File: config.mk
export PLATFORM = sky130hd
export DESIGN_NAME = umb_core
export DESIGN_NICKNAME = d
export VERILOG_FILES = /design/src/rtl/umb_pkg.sv /design/src/rtl/umb_core.sv
export VERILOG_INCLUDE_DIRS = /design/src /design/src/rtl
export SDC_FILE = /design/constraint.sdc
export NUM_CORES = 1
export LEC_CHECK = 0
export ABC_AREA = 1
export BUFFER_PORTS_ARGS = -buffer_cell sky130_fd_sc_hd__buf_2
export CORE_MARGIN = 1.5
export CORE_UTILIZATION = 25
export DETAILED_ROUTE_END_ITERATION = 6
export GPL_ROUTABILITY_DRIVEN = 1
export PLACE_DENSITY = 0.45
export REMOVE_ABC_BUFFERS = 1
export SLEW_MARGIN = 5
export SYNTH_ARGS = -nofsm -noshare
export SYNTH_HDL_FRONTEND = slang
export SYNTH_SLANG_ARGS = --single-unit
File: constraint.sdc
create_clock -name pclk -period 4.3 [get_ports pclk]
set_input_delay 0.215 -clock pclk [delete_from_list [all_inputs] [get_ports pclk]]
set_output_delay 0.215 -clock pclk [all_outputs]
set_load 0.02 [all_outputs]
File: src/rtl/umb_cfg.svh
// register offsets, field positions, reset values and divider constants for the uart baud / multiproc block
// assumes inclusion by bare name from the package and the bench
`ifndef UMB_CFG_SVH
`define UMB_CFG_SVH
// ****************************************
// register byte addresses
// ****************************************
`define UMB_ADDR_CTRL 12'h000
`define UMB_ADDR_BAUD 12'h004
`define UMB_ADDR_BAUD_CONTROL 12'h008
`define UMB_ADDR_RXBUF 12'h00c
// ****************************************
// field positions
// ****************************************
`define UMB_CTRL_MODE_LSB 0
`define UMB_CTRL_MODE_MSB 1
`define UMB_CTRL_MPF 2
`define UMB_CTRL_RXF 3
`define UMB_CTRL_RB8 4
`define UMB_BAUD_CONTROL_RUN 0
`define UMB_BAUD_CONTROL_PRE_LSB 1
`define UMB_BAUD_CONTROL_PRE_MSB 3
`define UMB_BAUD_FRAC_MSB 4
`define UMB_BAUD_RELOAD_LSB 5
`define UMB_BAUD_RELOAD_MSB 15
// ****************************************
// reset values and dividers
// ****************************************
`define UMB_RST_RELOAD 11'h000
`define UMB_RST_FRAC 5'h00
`define UMB_RST_PRE 3'h0
`define UMB_RST_MODE 2'h0
`define UMB_DIV_MODE0 7'h02
`define UMB_DIV_MODE2 7'h40
`define UMB_OVERSAMPLE 4'hf
`define UMB_FRAC_STEPS 6'h20
`define UMB_PCLK_HZ 40000000
`endif

File: src/rtl/umb_pkg.sv
// types shared by the uart baud / multiproc block
// assumes umb_cfg.svh is on the include path
`include "umb_cfg.svh"
package umb_pkg;
  // ****************************************
  // modes and records
  // ****************************************
  typedef enum logic [1:0] {
    UMB_MODE_SHIFT = 2'h0,
    UMB_MODE_ASYNC8 = 2'h1,
    UMB_MODE_FIX9 = 2'h2,
    UMB_MODE_VAR9 = 2'h3
  } umb_mode_t;
  typedef struct packed {
    logic valid;
    logic ninth;
    logic [7:0] data;
  } umb_frame_t;
  typedef struct packed {
    logic [10:0] reload;
    logic [4:0] frac;
  } umb_baud_t;
endpackage

File: src/rtl/umb_core.sv
// uart baud-rate generator and multiprocessor receive filter with an apb register slave
// assumes a frame deserialiser on pclk presents finished frames as one-cycle pulses
//
// Overview of operation
// - nine-bit modes receive nine data bits; ninth bit stored in rx_ninth_bit, one stop
// - filter set in nine-bit modes: complete event only when ninth bit is one
// - filter enable has no effect in shift register mode
// - eight-bit mode with filter: complete event only with valid stop bit
// - shift mode runs pclk/2, fixed nine-bit mode pclk/64
// - eight-bit and variable nine-bit modes use programmable generator timing
// - generator gives sixteen times bit rate; interface divides by sixteen
// - eleven-bit reload, three-bit prescaler select, five-bit fractional select
// - baud timer counts down on prescaled clock only while baud_run set
// - each underflow emits one pulse and reloads from reload_value
// - fraction n: one extra count on n of every 32 periods
// - read returns timer count; low byte write updates reload register
// - writes to baud register ignored while baud_run is set
// - timer loaded from reload register one cycle after baud_run set
// - bit rate = pclk / (16 * prescale * (reload + n/32))
// - prescale select 000,001,010,011 gives 1,2,4,8
// - baud register: reload in upper eleven bits, fraction in low five
// - generator modes: bit rate at most pclk/32; reload 0 or 1 here gives up to pclk/16
// - two mode bits select shift, async8, fixed nine, variable nine
// - complete flag set only when clear; otherwise byte is lost
`timescale 1ns/1ps
module umb_core #(
  parameter int RELOAD_W = 11,
  parameter int FRAC_W = 5
) (
  input wire logic pclk,
  input wire logic presetn,
  input wire logic psel,
  input wire logic penable,
  input wire logic pwrite,
  input wire logic [11:0] paddr,
  input wire logic [31:0] pwdata,
  input wire logic [3:0] pstrb,
  output logic [31:0] prdata,
  output logic pready,
  output logic pslverr,
  input wire umb_pkg::umb_frame_t rx_frame,
  input wire logic rx_stop_bit,
  output logic baud_x16_pulse,
  output logic bit_tick,
  output logic rx_complete_flag,
  output logic rx_ninth_bit,
  output logic [7:0] rx_data
);

  // ****************************************
  // state
  // ****************************************
  umb_pkg::umb_mode_t mode_r;
  logic multiproc_filter_enable_r;
  logic baud_run_r;
  logic [2:0] baud_prescale_sel_r;
  umb_pkg::umb_baud_t reload_r;
  logic [RELOAD_W-1:0] timer_r;
  logic [FRAC_W-1:0] frac_acc_r;
  logic extra_r;
  logic [7:0] pre_cnt_r;
  logic run_d_r;
  logic [6:0] fix_cnt_r;
  logic [3:0] os_cnt_r;
  logic gen_pulse;
  logic pre_tick;
  logic fix_pulse;
  logic x16_nxt;
  logic accept;
  logic wr_acc;
  logic rd_acc;
  logic [31:0] rdata_nxt;
  logic addr_ok;
  logic [FRAC_W:0] frac_sum;

  // prescale factor from select code; codes above 011 clamp to 8
  function automatic logic [7:0] pre_div(input logic [2:0] sel);
    logic [7:0] d;
    d = 8'h01;
    if (sel <= 3'h3) begin
      d = 8'(8'h01 << sel);
    end else begin
      d = 8'h08;
    end
    return d;
  endfunction

  function automatic logic var_mode(input umb_pkg::umb_mode_t m);
    return (m == umb_pkg::UMB_MODE_ASYNC8) || (m == umb_pkg::UMB_MODE_VAR9);
  endfunction

  assign wr_acc = psel && penable && pwrite;
  assign rd_acc = psel && !penable && !pwrite;

  // ****************************************
  // prescaler
  // ****************************************
  // free divide of pclk, only runs with the generator
  always_ff @(posedge pclk or negedge presetn) begin
    if (!presetn) begin
      pre_cnt_r <= 8'h00;
    end else if (!baud_run_r || pre_tick) begin
      pre_cnt_r <= 8'h00;
    end else begin
      pre_cnt_r <= pre_cnt_r + 8'h01;
    end
  end
  assign pre_tick = baud_run_r && (pre_cnt_r == pre_div(baud_prescale_sel_r) - 8'h01);

  // ****************************************
  // baud timer
  // ****************************************
  // underflow when timer at 1 and no pending extra count; period = reload (+1)
  // no pulse in the load cycle: a stale count of one would fire a short period
  assign gen_pulse = pre_tick && (timer_r <= RELOAD_W'(1)) && !extra_r && !(baud_run_r && !run_d_r);
  assign frac_sum = {1'b0, frac_acc_r} + {1'b0, reload_r.frac};

  // run delay register gives the one-cycle late load after start
  always_ff @(posedge pclk or negedge presetn) begin
    if (!presetn) begin
      run_d_r <= 1'b0;
    end else begin
      run_d_r <= baud_run_r;
    end
  end

  // counting down, reload on underflow, extra cycle steered by accumulator
  always_ff @(posedge pclk or negedge presetn) begin
    if (!presetn) begin
      timer_r <= `UMB_RST_RELOAD;
      frac_acc_r <= `UMB_RST_FRAC;
      extra_r <= 1'b0;
    end else if (baud_run_r && !run_d_r) begin
      timer_r <= reload_r.reload;
      frac_acc_r <= `UMB_RST_FRAC;
      extra_r <= 1'b0;
    end else if (pre_tick) begin
      if (timer_r <= RELOAD_W'(1) && extra_r) begin
        extra_r <= 1'b0;
      end else if (timer_r <= RELOAD_W'(1)) begin
        timer_r <= reload_r.reload;
        // accumulator overflow spreads n extras over 32 periods
        frac_acc_r <= frac_sum[FRAC_W-1:0];
        extra_r <= frac_sum[FRAC_W];
      end else begin
        timer_r <= timer_r - RELOAD_W'(1);
      end
    end
  end

  // ****************************************
  // fixed dividers and x16 clock
  // ****************************************
  // shift mode ticks every 2 clocks; fixed nine-bit gives 64 per bit, so x16 every 4
  always_ff @(posedge pclk or negedge presetn) begin
    if (!presetn) begin
      fix_cnt_r <= 7'h00;
    end else if (fix_pulse) begin
      fix_cnt_r <= 7'h00;
    end else begin
      fix_cnt_r <= fix_cnt_r + 7'h01;
    end
  end
  // compare with >= so a mode change never leaves the counter past its end
  assign fix_pulse = (mode_r == umb_pkg::UMB_MODE_SHIFT) ?
    (fix_cnt_r >= `UMB_DIV_MODE0 - 7'h01) :
    (fix_cnt_r >= 7'(`UMB_DIV_MODE2 >> 4) - 7'h01);

  // variable modes take the generator, fixed nine-bit its divider
  assign x16_nxt = var_mode(mode_r) ? gen_pulse :
    ((mode_r == umb_pkg::UMB_MODE_FIX9) && fix_pulse);

  // divide by sixteen into the bit rate; shift mode ticks straight at pclk/2
  always_ff @(posedge pclk or negedge presetn) begin
    if (!presetn) begin
      os_cnt_r <= 4'h0;
      baud_x16_pulse <= 1'b0;
      bit_tick <= 1'b0;
    end else begin
      baud_x16_pulse <= x16_nxt;
      if (mode_r == umb_pkg::UMB_MODE_SHIFT) begin
        os_cnt_r <= 4'h0;
        bit_tick <= fix_pulse;
      end else if (x16_nxt) begin
        os_cnt_r <= os_cnt_r + 4'h1;
        bit_tick <= (os_cnt_r == `UMB_OVERSAMPLE);
      end else begin
        bit_tick <= 1'b0;
      end
    end
  end

  // ****************************************
  // receive filter
  // ****************************************
  // filter ignored in shift mode; stop bit checked in async8; ninth bit in 9-bit modes
  always_comb begin
    accept = rx_frame.valid && !rx_complete_flag;
    if (multiproc_filter_enable_r) begin
      case (mode_r)
        umb_pkg::UMB_MODE_SHIFT: accept = accept;
        umb_pkg::UMB_MODE_ASYNC8: accept = accept && rx_stop_bit;
        default: accept = accept && rx_frame.ninth;
      endcase
    end
  end

  // complete flag: an accepted frame wins over a software clear in the same cycle
  always_ff @(posedge pclk or negedge presetn) begin
    if (!presetn) begin
      rx_complete_flag <= 1'b0;
      rx_ninth_bit <= 1'b0;
      rx_data <= 8'h00;
    end else begin
      if (accept) begin
        rx_complete_flag <= 1'b1;
        rx_data <= rx_frame.data;
        // ninth bit in 9-bit modes, stop bit in async8
        rx_ninth_bit <= mode_r[1] ? rx_frame.ninth : rx_stop_bit;
      end else if (wr_acc && paddr == `UMB_ADDR_CTRL && pstrb[0] && !pwdata[`UMB_CTRL_RXF]) begin
        rx_complete_flag <= 1'b0;
      end
    end
  end

  // ****************************************
  // apb registers
  // ****************************************
  // control writes; baud register locked while running
  always_ff @(posedge pclk or negedge presetn) begin
    if (!presetn) begin
      mode_r <= umb_pkg::UMB_MODE_SHIFT;
      multiproc_filter_enable_r <= 1'b0;
      baud_run_r <= 1'b0;
      baud_prescale_sel_r <= `UMB_RST_PRE;
      reload_r <= {`UMB_RST_RELOAD, `UMB_RST_FRAC};
    end else if (wr_acc) begin
      if (paddr == `UMB_ADDR_CTRL) begin
        if (pstrb[0]) begin
          mode_r <= umb_pkg::umb_mode_t'(pwdata[`UMB_CTRL_MODE_MSB:`UMB_CTRL_MODE_LSB]);
          multiproc_filter_enable_r <= pwdata[`UMB_CTRL_MPF];
        end
      end else if (paddr == `UMB_ADDR_BAUD) begin
        if (!baud_run_r) begin
          // low byte lane carries reload low bits and fraction
          if (pstrb[0]) begin
            reload_r[7:0] <= pwdata[7:0];
          end
          if (pstrb[1]) begin
            reload_r[15:8] <= pwdata[15:8];
          end
        end
      end else if (paddr == `UMB_ADDR_BAUD_CONTROL) begin
        if (pstrb[0]) begin
          baud_run_r <= pwdata[`UMB_BAUD_CONTROL_RUN];
          baud_prescale_sel_r <= pwdata[`UMB_BAUD_CONTROL_PRE_MSB:`UMB_BAUD_CONTROL_PRE_LSB];
        end
      end
    end
  end

  // read mux: baud address returns live timer count with current fraction
  assign addr_ok = (paddr == `UMB_ADDR_CTRL) || (paddr == `UMB_ADDR_BAUD) ||
    (paddr == `UMB_ADDR_BAUD_CONTROL) || (paddr == `UMB_ADDR_RXBUF);
  always_comb begin
    rdata_nxt = 32'h0000_0000;
    if (paddr == `UMB_ADDR_CTRL) begin
      rdata_nxt[`UMB_CTRL_MODE_MSB:`UMB_CTRL_MODE_LSB] = mode_r;
      rdata_nxt[`UMB_CTRL_MPF] = multiproc_filter_enable_r;
      rdata_nxt[`UMB_CTRL_RXF] = rx_complete_flag;
      rdata_nxt[`UMB_CTRL_RB8] = rx_ninth_bit;
    end else if (paddr == `UMB_ADDR_BAUD) begin
      rdata_nxt[`UMB_BAUD_RELOAD_MSB:`UMB_BAUD_RELOAD_LSB] = timer_r;
      rdata_nxt[`UMB_BAUD_FRAC_MSB:0] = reload_r.frac;
    end else if (paddr == `UMB_ADDR_BAUD_CONTROL) begin
      rdata_nxt[`UMB_BAUD_CONTROL_RUN] = baud_run_r;
      rdata_nxt[`UMB_BAUD_CONTROL_PRE_MSB:`UMB_BAUD_CONTROL_PRE_LSB] = baud_prescale_sel_r;
    end else if (paddr == `UMB_ADDR_RXBUF) begin
      rdata_nxt[7:0] = rx_data;
    end
  end

  // no wait state: data captured in setup, ready raised in the first access cycle
  always_ff @(posedge pclk or negedge presetn) begin
    if (!presetn) begin
      prdata <= 32'h0000_0000;
      pready <= 1'b0;
      pslverr <= 1'b0;
    end else begin
      pready <= psel && !penable;
      pslverr <= psel && !penable && !addr_ok;
      if (rd_acc) begin
        prdata <= rdata_nxt;
      end
    end
  end

  // ****************************************
  // checks
  // ****************************************
  // bit rate ceiling: no two x16 pulses back to back
  baud_gap_a: assert property (@(posedge pclk) disable iff (!presetn)
    baud_x16_pulse |=> !baud_x16_pulse) else $error("x16 pulses adjacent");
  locked_baud_a: assert property (@(posedge pclk) disable iff (!presetn)
    baud_run_r |=> $stable(reload_r)) else $error("baud written while running");
  start_load_a: assert property (@(posedge pclk) disable iff (!presetn)
    $rose(baud_run_r) |=> timer_r == reload_r.reload) else $error("timer not loaded at start");
  stopped_a: assert property (@(posedge pclk) disable iff (!presetn)
    !baud_run_r && run_d_r |=> $stable(timer_r)) else $error("timer moved while stopped");
  filter_nine_a: assert property (@(posedge pclk) disable iff (!presetn)
    multiproc_filter_enable_r && mode_r[1] && rx_frame.valid && !rx_frame.ninth && !rx_complete_flag
    |=> !rx_complete_flag) else $error("data byte passed filter");
  lost_byte_a: assert property (@(posedge pclk) disable iff (!presetn)
    rx_complete_flag && rx_frame.valid |=> $stable(rx_data)) else $error("byte overwrote unread data");
  shift_rate_a: assert property (@(posedge pclk) disable iff (!presetn)
    mode_r == umb_pkg::UMB_MODE_SHIFT && $stable(mode_r) && bit_tick |=> !bit_tick ##1
    (bit_tick || mode_r != umb_pkg::UMB_MODE_SHIFT))
    else $error("shift mode rate wrong");
  stop_check_a: assert property (@(posedge pclk) disable iff (!presetn)
    multiproc_filter_enable_r && mode_r == umb_pkg::UMB_MODE_ASYNC8 && rx_frame.valid && !rx_stop_bit
    && !rx_complete_flag |=> !rx_complete_flag) else $error("bad stop bit accepted");
  apb_ready_a: assert property (@(posedge pclk) disable iff (!presetn)
    psel && !penable |=> pready) else $error("apb ready late");
  rx_done_c: cover property (@(posedge pclk) disable iff (!presetn) $rose(rx_complete_flag));
  frac_c: cover property (@(posedge pclk) disable iff (!presetn) extra_r && gen_pulse == 1'b0 && pre_tick);
  bit_c: cover property (@(posedge pclk) disable iff (!presetn) bit_tick && var_mode(mode_r));

endmodule // umb_core

==> results of run 1 <==
## sequential cells by signal, indices dropped and copies added (netlist names), 2 cells and up
| register | cells |
|---|---|
| reload_r | 16 |
| pre_cnt_r | 8 |
| rx_data | 8 |
| prdata | 16 |
| os_cnt_r | 4 |
| fix_cnt_r | 7 |
| mode_r | 2 |
| timer_r | 11 |
| frac_acc_r | 5 |
| baud_prescale_sel_r | 3 |
## worst register-to-register path: cells and delay by family, from the launching register on
kind,cells,cell delay [ns]
adders and majority gates,1,0.31
buffers and inverters,1,0.04
AOI/OAI and AO/OA,3,0.47
DFF,1,0.45
and+or+nand+nor,8,1.31
## layer usage
| metal | track usage, % | vias up |
|---|---|---|
| met2 | 19.8 | 87 |
| li1 | - | 1920 |
| met3 | 2.51 | 13 |
| met4 | 4.98 | 2 |
| met5 | 0 | - |
| met1 | 16.1 | 1770 |
## synthesized netlist by cell type, types with 2 or more instances
cell / n
sky130_fd_sc_hd__xnor2_1: 2
sky130_fd_sc_hd__o21ai_0: 44
sky130_fd_sc_hd__mux2_2: 8
sky130_fd_sc_hd__a21oi_1: 17
sky130_fd_sc_hd__buf_2: 3
sky130_fd_sc_hd__dfrtp_1: 90
sky130_fd_sc_hd__nor3_1: 15
sky130_fd_sc_hd__nor2_2: 2
sky130_fd_sc_hd__nand3_1: 36
sky130_fd_sc_hd__xor2_1: 10
sky130_fd_sc_hd__or2_2: 3
sky130_fd_sc_hd__ha_1: 12
sky130_fd_sc_hd__nor3_4: 2
sky130_fd_sc_hd__nand4_1: 8
sky130_fd_sc_hd__o21ai_1: 7
sky130_fd_sc_hd__nor2_1: 37
sky130_fd_sc_hd__inv_2: 3
sky130_fd_sc_hd__o211ai_1: 6
sky130_fd_sc_hd__nor2_4: 4
sky130_fd_sc_hd__a31oi_1: 2
sky130_fd_sc_hd__o21ai_2: 8
sky130_fd_sc_hd__buf_4: 18
sky130_fd_sc_hd__nor3b_1: 3
sky130_fd_sc_hd__inv_1: 61
sky130_fd_sc_hd__nand2_1: 136
## cell type report
class / count / area [um2] / share of cell area (%)
sequential: 90 / 2250 / 40.8
multi-input combinational: 390 / 2060 / 37.3
timing repair buffer: 76 / 385 / 6.98
tap: 229 / 287 / 5.19
inverter: 65 / 244 / 4.42
clock buffer: 10 / 229 / 4.14
clock inverter: 6 / 65.1 / 1.18
## per-stage QoR
stage                     hold slack [ns]  setup slack (ns)
after floorplan                   -0.0806              2.17
after global placement              0.403              1.70
after detailed placement            0.406              1.65
after CTS                          0.0328              1.64
after global routing               0.0767              1.35
final                             -0.0171              1.64
## cells by family (layout without fill, tap and decap cells)
| family | after synthesis | after routing | synth area share [%] |
|---|---|---|---|
| simple gates | 250 | 250 | 24.2 |
| buf+inv | 89 | 157 | 8.89 |
| fa+ha+maj | 13 | 13 | 3.65 |
| mux | 9 | 9 | 2.15 |
| compound gates | 86 | 86 | 10.4 |
| xor+xnor | 12 | 12 | 2.26 |
| flops | 90 | 90 | 48.4 |
| other cells | 1 | 20 | 0.0805 |
## power by group through the flow
| stage | clock, mW | combinational, mW | sequential, mW |
|---|---|---|---|
| CTS | 0.830 | 0.204 | 0.914 |
| finish | 0.802 | 0.198 | 0.913 |
| global placement | 0 | 0.201 | 0.927 |
| floorplan | 0 | 0.0670 | 0.966 |
| global route | 0.869 | 0.217 | 0.920 |
| detailed placement | 0 | 0.203 | 0.931 |
## worst max path at each step
stage | end | cells past startpoint | from
2_1_floorplan | timer_r[3] | 13 | baud_prescale_sel_r[2]
3_3_place_gp | timer_r[3] | 13 | baud_prescale_sel_r[1]
3_5_place_dp | timer_r[3] | 13 | baud_prescale_sel_r[1]
4_1_cts | timer_r[3] | 13 | baud_prescale_sel_r[1]
5_1_grt | timer_r[3] | 13 | baud_prescale_sel_r[1]
6_report | timer_r[3] | 13 | baud_prescale_sel_r[1]
==> out/qor.json, run 1 <==
{
  "synth_warnings": {"value": 0},
  "detailedRoute.firstIterationViolations": {"value": 221},
  "critical_path.reg2reg.startpoint": {"value": "baud_prescale_sel_r[1]"},
  "fillerInstances": {"value": 1901},
  "leakage": {"value": 2.81, "unit": "nW"},
  "post-route-period-util": {"value": 61.9, "unit": "%"},
  "worst_r2r_path_depth": {"value": 13},
  "wire_per_inst": {"value": 13.2, "unit": "um"},
  "required": {"value": 4.55, "unit": "ns"},
  "worst_setup_path_end_kind": {"value": "register"},
  "reg2reg_to": {"value": "timer_r[3]"},
  "internal_power": {"value": 1.41, "unit": "mW"},
  "postPlaceCellArea": {"value": 0.00523, "unit": "mm2"},
  "mostFrequentLayoutCell": {"value": "sky130_fd_sc_hd__nand2_1"},
  "placed_cells": {"value": 850},
  "met2WireLength": {"value": 5.34, "unit": "mm"},
  "die-width": {"value": 139, "unit": "um"},
  "finalHoldViolCount": {"value": 7},
  "maxClockFrequency": {"value": 0.376, "unit": "GHz"},
  "synth.largest_area_cell": {"value": "sky130_fd_sc_hd__dfrtp_1"},
  "antenna_found_initial": {"value": 1},
  "yosys-top-cells-area": {"value": "sky130_fd_sc_hd__dfrtp_1 (48%), sky130_fd_sc_hd__nand2_1 (11%), sky130_fd_sc_hd__inv_1 (4.9%)"},
  "final_design_utilization": {"value": 30.5, "unit": "%"},
  "commonest_cells_after_routing_fill_and_taps_aside": {"value": "sky130_fd_sc_hd__nand2_1 (136), sky130_fd_sc_hd__dfrtp_1 (90), sky130_fd_sc_hd__buf_2 (74), sky130_fd_sc_hd__inv_1 (61), sky130_fd_sc_hd__o21ai_0 (44)"},
  "io_buffer_count": {"value": 75},
  "pwr-share-seq": {"value": 47.7, "unit": "%"},
  "post_synth_instance_area": {"value": 0.00466, "unit": "mm2"},
  "global_route.overflow_total": {"value": 0},
  "finished_cell_area": {"value": 0.00552, "unit": "mm2"},
  "max-slew-margin-rel": {"value": 40.6, "unit": "%"},
  "ys.flop_type": {"value": "sky130_fd_sc_hd__dfrtp_1"},
  "path_buf_inv": {"value": 1},
  "master_cell_of_the_clock_root_buffer": {"value": "sky130_fd_sc_hd__clkbuf_16"},
  "hpwlAfterDp": {"value": 8.72, "unit": "mm"},
  "initial_utilization": {"value": 25.7, "unit": "%"},
  "drt-pass1-iter-count": {"value": 7},
  "combinationalPowerShare": {"value": 10.4, "unit": "%"},
  "worst-path-max-fanout": {"value": 21},
  "diodes": {"value": 0},
  "gp_congestion": {"value": 0.830},
  "drive_gt1_share": {"value": 19.5, "unit": "%"},
  "cts.hold.buffers_added": {"value": 0},
  "power_frac_clock": {"value": 41.9, "unit": "%"},
  "switching_power": {"value": 506, "unit": "uW"},
  "synthArstFlopShare": {"value": 100, "unit": "%"},
  "fp.coreArea": {"value": 0.0181, "unit": "mm2"},
  "number_of_global_route_vias_before_repair": {"value": 3747},
  "timing.critical_path.slowest_stage_cell": {"value": "sky130_fd_sc_hd__nand2_1"},
  "critPathTopFamily": {"value": "simple AND/OR/NAND/NOR gates"},
  "wl": {"value": 11.4, "unit": "mm"},
  "worst_clock_skew": {"value": 0.00877, "unit": "ns"},
  "post_cts_resize_count": {"value": 0},
  "area_of_the_die": {"value": 0.0195, "unit": "mm2"},
  "via_count": {"value": 3792},
  "antenna_left": {"value": 0},
  "area_growth": {"value": 18.6, "unit": "%"},
  "power.density": {"value": 346, "unit": "mW/mm2"},
  "power_switching_share": {"value": 26.5, "unit": "%"},
  "violations": {"value": "DRC, hold timing"},
  "grt_setup_unrepaired": {"value": "no"},
  "timing.final.setup_violations": {"value": 0},
  "fp-row-count": {"value": 49},
  "met1Wirelength": {"value": 5.37, "unit": "mm"},
  "synth_enable_flop_cells": {"value": 0},
  "clock_transition_at_the_registers_of_the_reported_paths": {"value": 0.07, "unit": "ns"},
  "clock_tree_buffer_depth": {"value": 2},
  "top_signal_layer_used": {"value": "met5"},
  "worst_path_largest_cell_delay": {"value": 0.50, "unit": "ns"},
  "layout.nets": {"value": 709},
  "netlist.area_leader.share": {"value": 48.4, "unit": "%"},
  "synthCells": {"value": 550},
  "worst-r2r-setup-slack": {"value": 1.64, "unit": "ns"},
  "number_of_buffers_inserted_by_post_cts_setup_repair": {"value": 0},
  "hold_class": {"value": "primary input to asynchronous set/reset pin"},
  "cp.arrival": {"value": 2.91, "unit": "ns"},
  "ys_seq_elements": {"value": 90},
  "final.setup.tns": {"value": 0, "unit": "ns"},
  "timing.final.crit_period": {"value": 2.66, "unit": "ns"},
  "finish.cell_count_without_fillers": {"value": 866},
  "worst-setup-path-type": {"value": "register to register"},
  "critical_path.cell_chain": {"value": "nor2_2 > nand2_1 > ha_1 > inv_1 > nand2_1 > nand2_1 > nor2_1 > nand3_1 > nor3_4 > o21ai_1 > nand2_1 > o21ai_0 > o21ai_0"},
  "outcome": {"value": "finished, violations left"},
  "die_h": {"value": 139, "unit": "um"},
  "htree_levels": {"value": 3},
  "drv_slew": {"value": 0},
  "synthesis.area_per_instance": {"value": 8.47, "unit": "um2"},
  "boundaryPins": {"value": 110},
  "cts_made_buffers": {"value": 9},
  "grt_first_pass_wirelength": {"value": 19.0, "unit": "mm"},
  "max-cap-violations": {"value": 0},
  "yosysUniqueCellTypes": {"value": 38},
  "transition_time_at_the_pin_with_the_least_slew_margin": {"value": 0.891, "unit": "ns"},
  "cts_tree": {"value": "built"},
  "clock_sink_count": {"value": 90},
  "most_frequent_cp_cell": {"value": "sky130_fd_sc_hd__nand2_1"},
  "detail_route.vias_per_cell": {"value": 4.38},
  "holdWs": {"value": -0.0171, "unit": "ns"},
  "overall_routing_resource_usage": {"value": 12.3, "unit": "%"},
  "startpoint_type": {"value": "register"},
  "totalPowerFinal": {"value": 1.91, "unit": "mW"},
  "drt_drc_violations_left": {"value": 15},
  "yosysSeqAreaShare": {"value": 48.4, "unit": "%"},
  "vdd_ir_drop_max": {"value": 147, "unit": "uV"},
  "detailroute.wirelength.met3": {"value": 519, "unit": "um"},
  "grt_max_degree": {"value": 70},
  "clock_insertion_delay_worst_skew": {"value": 0.35, "unit": "ns"}
}
No activity file was read; power rests on OpenSTA's default activity.
==> inputs of run 2 (changes only) <==
==> constraint.sdc (replaced) <==
create_clock -name pclk -period 2.7 [get_ports pclk]
set_input_delay 0.135 -clock pclk [delete_from_list [all_inputs] [get_ports pclk]]
set_output_delay 0.135 -clock pclk [all_outputs]
set_load 0.02 [all_outputs]
==> out/qor.json, run 2 (synthesis results as in run 1) <==
{
  "detailedRoute.firstIterationViolations": {"value": 205},
  "critical_path.cell_chain": {"value": "nor2_2 > nand2_1 > ha_1 > inv_1 > nand2_1 > nand2_1 > nor2_1 > nand3_1 > nor3_4 > o21ai_1 > nand2_1 > buf_4 > o21ai_0 > o21ai_0"},
  "vdd_ir_drop_max": {"value": 234, "unit": "uV"},
  "layout.area.seq": {"value": 0.00225, "unit": "mm2"},
  "global_route.overflow_total": {"value": 0},
  "critical_path.reg2reg.startpoint": {"value": "baud_prescale_sel_r[2]"},
  "outcome": {"value": "finished, violations left"},
  "grt_first_pass_wirelength": {"value": 19.1, "unit": "mm"},
  "gp_congestion": {"value": 0.854},
  "number_of_global_route_vias_before_repair": {"value": 3879},
  "reg2reg_to": {"value": "timer_r[3]"},
  "finalHoldViolCount": {"value": 0},
  "clock_tree_buffer_depth": {"value": 2},
  "crit_path_end": {"value": "timer_r[3]"},
  "layout.nets": {"value": 714},
  "multiInputGateArea": {"value": 0.00206, "unit": "mm2"},
  "cts_tree": {"value": "built"},
  "antenna_found_initial": {"value": 0},
  "worst-path-max-fanout": {"value": 21},
  "violations": {"value": "DRC"},
  "timing.final.crit_period": {"value": 2.33, "unit": "ns"},
  "worst_clock_skew": {"value": 0.00827, "unit": "ns"},
  "fp-row-count": {"value": 49},
  "required": {"value": 2.96, "unit": "ns"},
  "power.density": {"value": 561, "unit": "mW/mm2"},
  "wl": {"value": 11.2, "unit": "mm"},
  "timing.critical_path.slowest_stage_cell": {"value": "sky130_fd_sc_hd__dfrtp_1"},
  "clock_sink_count": {"value": 90},
  "combinationalPowerShare": {"value": 10.2, "unit": "%"},
  "area_of_the_die": {"value": 0.0195, "unit": "mm2"},
  "via_count": {"value": 3799},
  "wire_per_inst": {"value": 12.9, "unit": "um"},
  "drt_drc_violations_left": {"value": 15},
  "master_cell_of_the_clock_root_buffer": {"value": "sky130_fd_sc_hd__clkbuf_16"},
  "switching_power": {"value": 806, "unit": "uW"},
  "die_h": {"value": 139, "unit": "um"},
  "htree_levels": {"value": 3},
  "critPathLaunch": {"value": "baud_prescale_sel_r[2]"},
  "timing.final.setup_violations": {"value": 0},
  "post-route-period-util": {"value": 86.5, "unit": "%"},
  "clock_transition_at_the_registers_of_the_reported_paths": {"value": 0.07, "unit": "ns"},
  "mostFrequentLayoutCell": {"value": "sky130_fd_sc_hd__nand2_1"},
  "die-width": {"value": 139, "unit": "um"},
  "max-slew-margin-rel": {"value": 59.6, "unit": "%"},
  "final.setup.tns": {"value": 0, "unit": "ns"},
  "io_buffer_count": {"value": 75},
  "leakage": {"value": 2.85, "unit": "nW"},
  "cp.arrival": {"value": 2.59, "unit": "ns"},
  "area_growth": {"value": 20.5, "unit": "%"},
  "fp.coreArea": {"value": 0.0181, "unit": "mm2"},
  "maxClockFrequency": {"value": 0.428, "unit": "GHz"},
  "drv_slew": {"value": 0},
  "drt-pass1-iter-count": {"value": 7},
  "initial_utilization": {"value": 25.7, "unit": "%"},
  "most_frequent_cp_cell": {"value": "sky130_fd_sc_hd__nand2_1"},
  "overall_routing_resource_usage": {"value": 12.3, "unit": "%"},
  "fillerInstances": {"value": 1898},
  "transition_time_at_the_pin_with_the_least_slew_margin": {"value": 0.604, "unit": "ns"},
  "worst-setup-path-type": {"value": "register to register"},
  "commonest_cells_after_routing_fill_and_taps_aside": {"value": "sky130_fd_sc_hd__nand2_1 (135), sky130_fd_sc_hd__dfrtp_1 (90), sky130_fd_sc_hd__buf_2 (74), sky130_fd_sc_hd__inv_1 (61), sky130_fd_sc_hd__o21ai_0 (44)"},
  "worst_path_largest_cell_delay": {"value": 0.42, "unit": "ns"},
  "hold_class": {"value": "primary input to register"},
  "pwr-share-seq": {"value": 46.2, "unit": "%"},
  "grt_setup_unrepaired": {"value": "no"},
  "clock_insertion_delay_worst_skew": {"value": 0.34, "unit": "ns"},
  "grt_max_degree": {"value": 68},
  "largest_registers": {"value": "prdata x16, reload_r x16, timer_r x11"},
  "antenna_left": {"value": 0},
  "worst_setup_path_end_kind": {"value": "register"},
  "hpwlAfterDp": {"value": 8.63, "unit": "mm"},
  "cts_made_buffers": {"value": 9},
  "detail_route.vias_per_cell": {"value": 4.36},
  "internal_power": {"value": 2.34, "unit": "mW"},
  "diodes": {"value": 0},
  "worst_r2r_path_depth": {"value": 14},
  "boundaryPins": {"value": 110},
  "startpoint_type": {"value": "register"},
  "number_of_buffers_inserted_by_post_cts_setup_repair": {"value": 0},
  "power_frac_clock": {"value": 43.6, "unit": "%"},
  "drive_gt1_share": {"value": 20.1, "unit": "%"},
  "holdWs": {"value": 0.0205, "unit": "ns"},
  "power_switching_share": {"value": 25.6, "unit": "%"},
  "worst-r2r-setup-slack": {"value": 0.37, "unit": "ns"},
  "max-cap-violations": {"value": 0}
}
==> run 2: cell count changes in the layout (fill, tap and decap cells not counted) <==
cell / previous run / this run
sky130_fd_sc_hd__buf_4: 2 / 4
sky130_fd_sc_hd__dlygate4sd3_1: 0 / 2
sky130_fd_sc_hd__buf_12: 0 / 1
sky130_fd_sc_hd__bufinv_16: 1 / 2
sky130_fd_sc_hd__clkbuf_1: 1 / 0
sky130_fd_sc_hd__clkinv_2: 2 / 1
sky130_fd_sc_hd__inv_6: 2 / 3
sky130_fd_sc_hd__nand2_1: 136 / 135
sky130_fd_sc_hd__nand2_2: 1 / 2
==> run 2: area by class of cell <==
cell class | instances | area share [%]
flip-flops and latches | 90 | 40.1
multi-input cells | 390 | 36.8
repair buffers | 81 | 7.85
well taps | 229 | 5.11
inverters | 65 | 4.35
clock buffers | 9 | 4.01
clock inverters | 7 | 1.76
==> run 2: what timing repair did <==
action,in CTS,in global routing
hold endpoints to repair,24,0
resized for setup,0,1
hold buffers,2,0
setup endpoints to repair,0,1
==> run 2: worst max-delay path: cells and delay by family, from the launching register on <==
kind	cells	cell delay (ns)
DFF	1	0.42
adders and majority gates	1	0.30
AOI/OAI and AO/OA	3	0.35
and+or+nand+nor	8	0.92
buffers and inverters	2	0.25
==> run 2: power by group through the flow <==
stage | clock [mW] | sequential, mW | combinational (mW)
floorplan | 0 | 1.54 | 0.107
global placement | 0 | 1.48 | 0.322
detailed placement | 0 | 1.48 | 0.323
CTS | 1.42 | 1.46 | 0.326
global route | 1.48 | 1.47 | 0.347
finish | 1.37 | 1.45 | 0.320
==> run 2: routing by layer <==
layer / routed length (um) / global-route usage (%) / vias up / part of all wire (%)
met2: 5130 / 19.8 / 82 / 46
met1: 5460 / 16.2 / 1771 / 49
met3: 482 / 2.37 / 10 / 4.3
li1: - / - / 1936 / -
met4: 154 / 4.87 / 0 / 1.4
met5: 0 / 0 / - / 0
==> run 2: how the worst min path moves through the flow <==
stage / slack [ns] / end / start / cells past startpoint
2_1_floorplan: -0.16 / baud_prescale_sel_r[0] / presetn / 0
3_3_place_gp: 0.06 / fix_cnt_r[1] / presetn / 1
3_5_place_dp: 0.06 / fix_cnt_r[0] / presetn / 1
4_1_cts: 0.009 / rx_data[3] / rx_frame[3] / 2
5_1_grt: 0.01 / rx_data[3] / rx_frame[3] / 2
6_report: 0.02 / rx_data[3] / rx_frame[3] / 2
==> run 2: through the flow <==
step	std cells	setup slack [ns]	total power [mW]	instance area, um2	util [%]
after detailed placement	853	0.350	1.80	5270	29.1
after CTS	871	0.321	3.20	5610	31.0
final	871	0.366	3.15	5610	31.0
after global routing	871	0.0102	3.29	5610	31.0
after global placement	853	0.389	1.80	5270	29.1
after floorplan	545	0.575	1.64	4560	-
